**config.mk**
```make
export PLATFORM = sky130hd
export DESIGN_NAME = pdimf_top
export DESIGN_NICKNAME = d
export VERILOG_FILES = /design/src/hdl/pdimf_pkg.sv /design/src/hdl/pdimf_sync.sv /design/src/hdl/pdimf_stab_cnt.sv /design/src/hdl/pdimf_top.sv
export VERILOG_INCLUDE_DIRS = /design/src /design/src/hdl
export SDC_FILE = /design/constraint.sdc
export NUM_CORES = 1
export LEC_CHECK = 0
export ABC_AREA = 1
export BUFFER_PORTS_ARGS = -buffer_cell sky130_fd_sc_hd__buf_4
export CORE_ASPECT_RATIO = 0.6
export CORE_MARGIN = 2
export CORE_UTILIZATION = 49
export CTS_CLUSTER_DIAMETER = 120
export CTS_CLUSTER_SIZE = 16
export DETAILED_ROUTE_END_ITERATION = 8
export PLACE_DENSITY_LB_ADDON = 0.12
export SLEW_MARGIN = 20
export SYNTH_ARGS = -nofsm -noshare
export SYNTH_HDL_FRONTEND = slang
export SYNTH_SLANG_ARGS = --single-unit
```
**constraint.sdc**
```tcl
create_clock -name pclk -period 1.8 [get_ports pclk]
set_input_delay 0.09 -clock pclk [delete_from_list [all_inputs] [get_ports pclk]]
set_output_delay 0.09 -clock pclk [all_outputs]
set_load 0.02 [all_outputs]
```
**src/hdl/pdimf_consts.svh**
```systemverilog
`ifndef PDIMF_CONSTS_SVH
`define PDIMF_CONSTS_SVH

`define PDIMF_ADDR_W        8
`define PDIMF_OFF_PWR_ST    8'h0C
`define PDIMF_OFF_IDLE_REQ  8'h10
`define PDIMF_OFF_IDLE_ST   8'h14
`define PDIMF_OFF_MODE_CFG  8'h18
`define PDIMF_OFF_FLOW_ST   8'h1C
`define PDIMF_OFF_OSC_THR   8'h20

`define PDIMF_NUM_DOM       10
`define PDIMF_IDLE_ACK_LSB  16
`define PDIMF_IDLE_DONE_LSB 0
`define PDIMF_PWR_DOM_LSB   5
`define PDIMF_PWR_CORE_LSB  0
`define PDIMF_PWR_RSVD_BIT  4

`define PDIMF_CFG_W         23
`define PDIMF_CFG_RST       23'h000000
`define PDIMF_STEP_LSB      19
`define PDIMF_NUM_STEP      12
`define PDIMF_STEP_FIRST    4'hB
`define PDIMF_STEP_OSC      4'h1
`define PDIMF_OSC_THR_W     20
`define PDIMF_OSC_THR_RST   20'h05DC0
`define PDIMF_PAD_REL_RST   2'h3
`define PDIMF_SYNC_W        30

`endif

```
**src/hdl/pdimf_pkg.sv**
```systemverilog
`include "pdimf_consts.svh"

package pdimf_pkg;

	typedef enum logic [1:0]
	{
		PDIMF_ST_IDLE  = 2'h0,
		PDIMF_ST_SLEEP = 2'h1,
		PDIMF_ST_WAKE  = 2'h3,
		PDIMF_ST_OSC   = 2'h2
	} pdimf_flow_st_t;

	typedef struct packed
	{
		logic dram1_pad_hold_release_request;
		logic dram0_pad_hold_release_request;
		logic dram1_controller_auto_gate;
		logic dram0_controller_auto_gate;
		logic dram1_pad_hold_enable;
		logic dram0_pad_hold_enable;
		logic dram1_self_refresh_entry_enable;
		logic dram0_self_refresh_entry_enable;
		logic wake_reset_enable;
		logic input_clamp_enable;
		logic main_oscillator_off;
		logic manager_clock_slow_select;
		logic always_on_clock_slow_select;
		logic power_off_combine;
		logic whole_chip_off_enable;
		logic synth_off_enable;
		logic snoop_unit_off_enable;
		logic primary_core_off_enable;
		logic bus_domain_off_enable;
		logic level2_flush_enable;
		logic global_irq_disable;
		logic core_clock_gate_disable;
		logic flow_enable;
	} pdimf_mode_cfg_t;

	typedef struct packed
	{
		pdimf_flow_st_t                     st;
		logic [3:0]                         step;
		logic [`PDIMF_NUM_DOM-1:0]          idle_req;
		pdimf_mode_cfg_t                    cfg;
		logic [`PDIMF_NUM_STEP-1:0]         flow_bits;
		logic [`PDIMF_OSC_THR_W-1:0]        osc_thr;
		logic [31:0]                        prdata;
		logic [2:0]                         pwroff;
		logic [1:0]                         pad_release;
		logic                               core_gate;
	} pdimf_top_state_t;

endpackage : pdimf_pkg

```
**src/hdl/pdimf_sync.sv**
```systemverilog
`include "pdimf_consts.svh"

module pdimf_sync #(
	parameter int W = 1
) (
	input  wire logic         pclk,    // System clock.
	input  wire logic         presetn, // Asynchronous reset, active low.
	input  wire logic [W-1:0] din,     // Asynchronous inputs.
	output logic      [W-1:0] dout     // Synchronised inputs.
);

	typedef struct packed
	{
		logic [W-1:0] s1;
		logic [W-1:0] s2;
	} pdimf_sync_st_t;

	pdimf_sync_st_t r_q;
	pdimf_sync_st_t r_d;

	// Only the second stage is read outside, so metastability stays in stage one.
	always_comb
	begin
		r_d    = r_q;
		r_d.s1 = din;
		r_d.s2 = r_q.s1;
	end

	always_ff @(posedge pclk or negedge presetn)
	begin
		if (!presetn)
			r_q <= '0;
		else
			r_q <= r_d;
	end

	assign dout = r_q.s2;

endmodule : pdimf_sync

```
**src/hdl/pdimf_stab_cnt.sv**
```systemverilog
`include "pdimf_consts.svh"

module pdimf_stab_cnt (
	input  wire logic                        pclk,    // System clock.
	input  wire logic                        presetn, // Asynchronous reset, active low.
	input  wire logic                        run,     // Count while high, clear when low.
	input  wire logic [`PDIMF_OSC_THR_W-1:0] thresh,  // Stabilisation threshold.
	output logic                             done     // Threshold reached while running.
);

	typedef struct packed
	{
		logic [`PDIMF_OSC_THR_W-1:0] cnt;
	} pdimf_cnt_st_t;

	pdimf_cnt_st_t r_q;
	pdimf_cnt_st_t r_d;

	// The count saturates so a threshold of all ones still completes.
	always_comb
	begin
		r_d = r_q;
		if (!run)
			r_d.cnt = '0;
		else if (r_q.cnt != {`PDIMF_OSC_THR_W{1'b1}})
			r_d.cnt = r_q.cnt + 20'h00001;
	end

	always_ff @(posedge pclk or negedge presetn)
	begin
		if (!presetn)
			r_q <= '0;
		else
			r_q <= r_d;
	end

	assign done = run && (r_q.cnt >= thresh);

endmodule : pdimf_stab_cnt

```
**src/hdl/pdimf_top.sv**
```systemverilog
// Decided for this implementation: the APB slave port.
`include "pdimf_consts.svh"

module pdimf_top (
	input  wire logic                     pclk,            // System clock, 100 MHz.
	input  wire logic                     presetn,         // Asynchronous reset, active low.
	input  wire logic                     psel,            // APB select.
	input  wire logic                     penable,         // APB enable.
	input  wire logic                     pwrite,          // APB write direction.
	input  wire logic [`PDIMF_ADDR_W-1:0] paddr,           // APB byte address.
	input  wire logic [31:0]              pwdata,          // APB write data.
	output logic      [31:0]              prdata,          // APB read data.
	output logic                          pready,          // APB ready.
	output logic                          pslverr,         // APB error on unmapped address.
	input  wire logic [9:0]               idle_ack_in,     // Domain flush acknowledges.
	input  wire logic [9:0]               idle_done_in,    // Domain flush finished flags.
	input  wire logic [3:0]               domain_off_in,   // Video, video-out, peri, bus off.
	input  wire logic [3:0]               core_off_in,     // Cores 3..1 and primary core off.
	input  wire logic                     cpu_standby_in,  // Processor ready for low power.
	input  wire logic                     wake_event_in,   // Wake-up event.
	output logic      [9:0]               idle_req,        // Domain flush requests.
	output pdimf_pkg::pdimf_mode_cfg_t    mode_cfg,        // Mode flow configuration.
	output logic      [2:0]               power_off_req,   // Chip, synth, bus power-off.
	output logic      [1:0]               pad_release_req, // DRAM1, DRAM0 hold release.
	output logic                          core_clock_gate, // Core clock source gate.
	output logic                          flow_asleep,     // Flow is in low-power state.
	output logic      [11:0]              flow_steps       // Wake-up steps reached.
);

	pdimf_pkg::pdimf_top_state_t r_q;
	pdimf_pkg::pdimf_top_state_t r_d;

	logic [`PDIMF_SYNC_W-1:0] sync_s;
	logic [9:0]               ack_s;
	logic [9:0]               done_s;
	logic [3:0]               dom_s;
	logic [3:0]               core_s;
	logic                     standby_s;
	logic                     wake_s;
	logic                     osc_done;
	logic                     acc_wr;
	logic                     setup_rd;

	function automatic logic addr_mapped(input logic [`PDIMF_ADDR_W-1:0] a);
		addr_mapped = (a == `PDIMF_OFF_PWR_ST) || (a == `PDIMF_OFF_IDLE_REQ) ||
			(a == `PDIMF_OFF_IDLE_ST) || (a == `PDIMF_OFF_MODE_CFG) ||
			(a == `PDIMF_OFF_FLOW_ST) || (a == `PDIMF_OFF_OSC_THR);
	endfunction : addr_mapped

	function automatic logic step_enabled(input logic [3:0] idx,
		input pdimf_pkg::pdimf_mode_cfg_t c);
		case (idx)
			4'hB: step_enabled = 1'b1;
			4'hA: step_enabled = 1'b1;
			4'h9: step_enabled = c.primary_core_off_enable;
			4'h8: step_enabled = c.snoop_unit_off_enable;
			4'h7: step_enabled = c.dram1_self_refresh_entry_enable |
				c.dram0_self_refresh_entry_enable;
			4'h6: step_enabled = c.dram1_pad_hold_enable | c.dram0_pad_hold_enable;
			4'h5: step_enabled = c.bus_domain_off_enable;
			4'h4: step_enabled = c.synth_off_enable;
			4'h3: step_enabled = c.wake_reset_enable;
			4'h2: step_enabled = c.manager_clock_slow_select |
				c.always_on_clock_slow_select;
			4'h1: step_enabled = c.main_oscillator_off;
			4'h0: step_enabled = c.input_clamp_enable;
			default: step_enabled = 1'b0;
		endcase
	endfunction : step_enabled

	// Domain handshakes and status come from other power islands, so all are synchronised.
	pdimf_sync #(
		.W (`PDIMF_SYNC_W)
	) u_sync (
		.pclk    (pclk),
		.presetn (presetn),
		.din     ({cpu_standby_in, wake_event_in, domain_off_in, core_off_in,
			idle_ack_in, idle_done_in}),
		.dout    (sync_s)
	);

	assign {standby_s, wake_s, dom_s, core_s, ack_s, done_s} = sync_s;

	pdimf_stab_cnt u_osc_cnt (
		.pclk    (pclk),
		.presetn (presetn),
		.run     (r_q.st == pdimf_pkg::PDIMF_ST_OSC),
		.thresh  (r_q.osc_thr),
		.done    (osc_done)
	);

	assign acc_wr   = psel && penable && pwrite;
	assign setup_rd = psel && !penable && !pwrite;

	always_comb
	begin
		logic [11:0] set_mask;
		logic [2:0]  raw_off;
		set_mask = 12'h000;
		raw_off  = 3'h0;
		r_d      = r_q;

		// Read data is captured in the setup phase so the access phase needs no wait.
		if (setup_rd)
		begin
			r_d.prdata = 32'h00000000;
			case (paddr)
				`PDIMF_OFF_PWR_ST:
				begin
					r_d.prdata[`PDIMF_PWR_DOM_LSB +: 4]  = dom_s;
					r_d.prdata[`PDIMF_PWR_CORE_LSB +: 4] = core_s;
				end
				`PDIMF_OFF_IDLE_REQ: r_d.prdata[9:0] = r_q.idle_req;
				`PDIMF_OFF_IDLE_ST:
				begin
					r_d.prdata[`PDIMF_IDLE_ACK_LSB +: 10]  = ack_s;
					r_d.prdata[`PDIMF_IDLE_DONE_LSB +: 10] = done_s;
				end
				`PDIMF_OFF_MODE_CFG: r_d.prdata[`PDIMF_CFG_W-1:0] = r_q.cfg;
				`PDIMF_OFF_FLOW_ST: r_d.prdata[`PDIMF_STEP_LSB +: 12] = r_q.flow_bits;
				`PDIMF_OFF_OSC_THR: r_d.prdata[`PDIMF_OSC_THR_W-1:0] = r_q.osc_thr;
				default: r_d.prdata = 32'h00000000;
			endcase
		end

		if (acc_wr)
		begin
			case (paddr)
				`PDIMF_OFF_IDLE_REQ: r_d.idle_req = pwdata[9:0];
				`PDIMF_OFF_MODE_CFG: r_d.cfg = pwdata[`PDIMF_CFG_W-1:0];
				`PDIMF_OFF_FLOW_ST: r_d.flow_bits = pwdata[`PDIMF_STEP_LSB +: 12];
				`PDIMF_OFF_OSC_THR: r_d.osc_thr = pwdata[`PDIMF_OSC_THR_W-1:0];
				default: r_d.idle_req = r_q.idle_req;
			endcase
		end

		case (r_q.st)
			pdimf_pkg::PDIMF_ST_IDLE:
			begin
				if (r_q.cfg.flow_enable && standby_s)
					r_d.st = pdimf_pkg::PDIMF_ST_SLEEP;
			end
			pdimf_pkg::PDIMF_ST_SLEEP:
			begin
				if (!r_q.cfg.flow_enable)
					r_d.st = pdimf_pkg::PDIMF_ST_IDLE;
				else if (wake_s)
				begin
					r_d.st   = pdimf_pkg::PDIMF_ST_WAKE;
					r_d.step = `PDIMF_STEP_FIRST;
				end
			end
			pdimf_pkg::PDIMF_ST_WAKE:
			begin
				if (!r_q.cfg.flow_enable)
					r_d.st = pdimf_pkg::PDIMF_ST_IDLE;
				else if (step_enabled(r_q.step, r_q.cfg) && r_q.step == `PDIMF_STEP_OSC)
					r_d.st = pdimf_pkg::PDIMF_ST_OSC;
				else
				begin
					if (step_enabled(r_q.step, r_q.cfg))
						set_mask = 12'h001 << r_q.step;
					r_d.step = r_q.step - 4'h1;
					if (r_q.step == 4'h0)
						r_d.st = pdimf_pkg::PDIMF_ST_IDLE;
				end
			end
			pdimf_pkg::PDIMF_ST_OSC:
			begin
				if (!r_q.cfg.flow_enable)
					r_d.st = pdimf_pkg::PDIMF_ST_IDLE;
				else if (osc_done)
				begin
					set_mask = 12'h001 << r_q.step;
					r_d.step = r_q.step - 4'h1;
					r_d.st   = pdimf_pkg::PDIMF_ST_WAKE;
				end
			end
			default: r_d.st = pdimf_pkg::PDIMF_ST_IDLE;
		endcase

		// A step reached in the same cycle as a software write is kept.
		r_d.flow_bits = r_d.flow_bits | set_mask;

		raw_off = {r_q.cfg.whole_chip_off_enable, r_q.cfg.synth_off_enable,
			r_q.cfg.bus_domain_off_enable};
		if (r_q.st != pdimf_pkg::PDIMF_ST_SLEEP)
			r_d.pwroff = 3'h0;
		else if (r_q.cfg.power_off_combine)
			r_d.pwroff = {3{|raw_off}};
		else
			r_d.pwroff = raw_off;

		r_d.pad_release = ~{r_q.cfg.dram1_pad_hold_release_request,
			r_q.cfg.dram0_pad_hold_release_request};
		r_d.core_gate = !r_q.cfg.core_clock_gate_disable &&
			(r_q.st == pdimf_pkg::PDIMF_ST_SLEEP);
	end

	always_ff @(posedge pclk or negedge presetn)
	begin
		if (!presetn)
		begin
			r_q             <= '0;
			r_q.st          <= pdimf_pkg::PDIMF_ST_IDLE;
			r_q.cfg         <= `PDIMF_CFG_RST;
			r_q.osc_thr     <= `PDIMF_OSC_THR_RST;
			r_q.pad_release <= `PDIMF_PAD_REL_RST;
		end
		else
			r_q <= r_d;
	end

	assign prdata          = r_q.prdata;
	assign pready          = psel && penable;
	assign pslverr         = psel && penable && !addr_mapped(paddr);
	assign idle_req        = r_q.idle_req;
	// Remaining configuration bits steer the clock, DRAM and clamp logic directly.
	assign mode_cfg        = r_q.cfg;
	assign power_off_req   = r_q.pwroff;
	assign pad_release_req = r_q.pad_release;
	assign core_clock_gate = r_q.core_gate;
	assign flow_asleep     = (r_q.st == pdimf_pkg::PDIMF_ST_SLEEP);
	assign flow_steps      = r_q.flow_bits;
endmodule : pdimf_top

```
==> qor.yml <==
status: "complete, but fails checks"
violations: "setup timing"
grt_pass1_wl_um: 40400
grt_overflow: 0
grt_usage: 0.264
synth_edf_count: 0
maxCapViolCount: 0
grt_max_degree: 49
cts_root_buffer: "clkbuf_16"
fin_skew_ns: 0.0186
viasPerCell: 5.16
start_util: 0.504
rows: 38
vdd_drop_max_uv: 765
placedCellCount: 1407
setup_viol: 18
fp.coreArea_um2: 18200
nets: 1357
period_minus_slack_ns: 1.94
ant_nets: 0
synth-main-ff-cell: "dfrtp_1"
cts_tree: "yes"
postSynthCellCount: 1042
placed_cell_area_um2: 10500
ys_top_cells_by_count: "252 x nand2_1, 179 x dfrtp_1, 116 x inv_1"
synth_seq_cells: 188
ys_warn_count: 0
clkLatencyLatePin_ns: 0.44
critical_path_class: "reg2reg"
rsz0062_at_grt: "true"
drt_iter0_markers: 599
mappedNetlistArea_um2: 9180
finalHoldViolCount: 0
synth_area_leaders: "dfrtp_1 49%, nand2_1 10%, buf_4 6.8%, inv_1 4.7%, o21ai_0 4.6%"
synth_area_leader_cell: "dfrtp_1"
route.vias.total: 7768
worst_slew_pin_slew_ns: 0.520
cts.sinks: 188
cp_max_fo: 6
synth.distinct_cells: 50
fill_cells: 1414
ys_seq_area_frac: 0.513
htree_levels: 4
fin_util: 0.672
required_ns: 2.16
cellLeakagePower_nw: 5.98
hp-class: "in2reg"
first_global_vias: 7562
netlist.area_leader.share: 0.488
timing.hold.ws_ns: 0.00507
setup_tns_ns: -1.96
synth.most_common_cell: "nand2_1"
arrival_ns: 2.29
drive_above_1_share: 0.315
stdcell_count: 1504
area_growth_syn_to_layout_pct: 33.3
place_hpwl_um: 18200
die-height_um: 110
cts_max_path_buffers: 2
clk_pin_slew_worst_paths_ns: 0.07
wirelength_um: 25800
critPathCaptureType: "flop"
gp_congestion: 0.925
slowest_delay_ns: 0.55
ios: 161
slew_headroom: 0.649
slew_viol_final: 0
crit_path_start_kind: "flop"
syn-num-nets: 1148
timing.fmax_mhz: 517
numCtsBuffers: 17
design_area_um2: 12200
n_antenna_cell: 0
die-area_um2: 19900
path_cells: "inv_2 -> ha_4 -> nand4_1 -> nor2_4 -> nand2_2 -> nor2_2 -> nor2_4 -> a21oi_4 -> nand3_1 -> nand4_1"
syn_area_per_cell_um2: 8.81
antenna_found_initial: 0
drt-pass1-iter-count: 5
powerDensity_nw_per_um2: 843
r2r_slack_ns: -0.14
die_w_um: 181
async_flop_share: 1.00
wl_per_cell_um: 17.2
setup_ws_ns: -0.136
slowest_stage: "dfstp_2"
place.port_buffers: 158
fin_crit_sh: 1.08
drc_errors: 0
-- final cells by class --
class / instances / area, um^2 / area share
clock buffer: 18 / 439 / 0.0359
clock inverter: 14 / 201 / 0.0165
inverter: 124 / 467 / 0.0381
multi-input combinational: 619 / 3660 / 0.299
sequential: 188 / 4720 / 0.385
tap: 240 / 300 / 0.0245
timing repair buffer: 301 / 2460 / 0.201
-- critical path, delay by kind of cell, from the launching register on --
family | cells | cell delay, ns
adder cells (fa/ha/maj) | 1 | 0.25
AO/OA/AOI/OAI | 1 | 0.26
buffers and inverters | 1 | 0.05
AND/OR/NAND/NOR | 7 | 0.76
flip-flops | 1 | 0.55
-- through the flow --
stage                     total power, W  setup slack (ns)
after floorplan                  0.00544            0.0109
after global placement           0.00607            -0.298
after detailed placement         0.00608            -0.312
after CTS                         0.0102            -0.161
after global routing              0.0108            -0.225
final                             0.0103            -0.136
-- state kept, by name (all words and copies together), names as in the netlist --
| name | cells |
|---|---|
| core_clock_gate | 1 |
| flow_steps | 12 |
| idle_req | 10 |
| mode_cfg | 23 |
| pad_release_req | 2 |
| power_off_req | 3 |
| prdata | 31 |
| r_q | 26 |
| u_osc_cnt.r_q | 20 |
| u_sync.dout | 30 |
| u_sync.r_d | 30 |
-- worst paths after layout --
check	from	end	cells after the start
max in group asynchronous	presetn	pad_release_req[0]$_DFF_PN1_	3
min reg2reg	u_sync.r_d[16]$_DFF_PN0_	u_sync.dout[16]$_DFF_PN0_	0
max	r_q[50]$_DFFE_PN1P_	flow_steps[4]$_DFF_PN0_	10
min	pwdata[0]	mode_cfg[0]$_DFFE_PN0P_	3
max reg2reg	r_q[50]$_DFFE_PN1P_	flow_steps[4]$_DFF_PN0_	10
min in group asynchronous	presetn	u_sync.dout[21]$_DFF_PN0_	2
-- cells by family (layout without fill, tap and decap cells) --
family / after synthesis / in the layout / synth area share
xor gates and xnor gates: 5 / 5 / 0.00477
DFF: 188 / 188 / 0.513
and+or+nand+nor: 424 / 424 / 0.205
adders and majority gates: 31 / 31 / 0.0422
AOI/OAI and AO/OA: 155 / 155 / 0.0963
other: 1 / 1 / 0.000408
muxes: 3 / 3 / 0.00381
buffers and inverters: 235 / 457 / 0.134
-- layout by cell type, fill, tap and decap left out, types with 24 or more instances in the layout --
cell           instances
nand2_1              235
nand3_1               44
inv_1                107
dfrtp_1              176
o21ai_0               80
dlygate4sd3_1         58
nand4_1               24
a21oi_1               26
buf_4                236
nor2_1                38
-- repair_timing --
item	4_1_cts	5_1_grt
endpoints found under the setup margin	18	35
pin swaps	17	30
setup buffers	1	7
resized for setup	31	73
hold buffers	58	0
hold endpoints to repair	157	0
-- routing by layer --
metal,global-route usage,part of all wire
met1,0.394,0.49
met2,0.409,0.44
met3,0.0503,0.066
met4,0.0467,0.0092
met5,0,0
-- power by group --
part | internal, W | total (W) | switching, W
logic | 0.000759 | 0.00171 | 0.000955
clock network | 0.00218 | 0.00405 | 0.00186
registers | 0.00441 | 0.00456 | 0.000156
total | 0.00735 | 0.0103 | 0.00297
No activity file was read; power rests on OpenSTA's default activity.
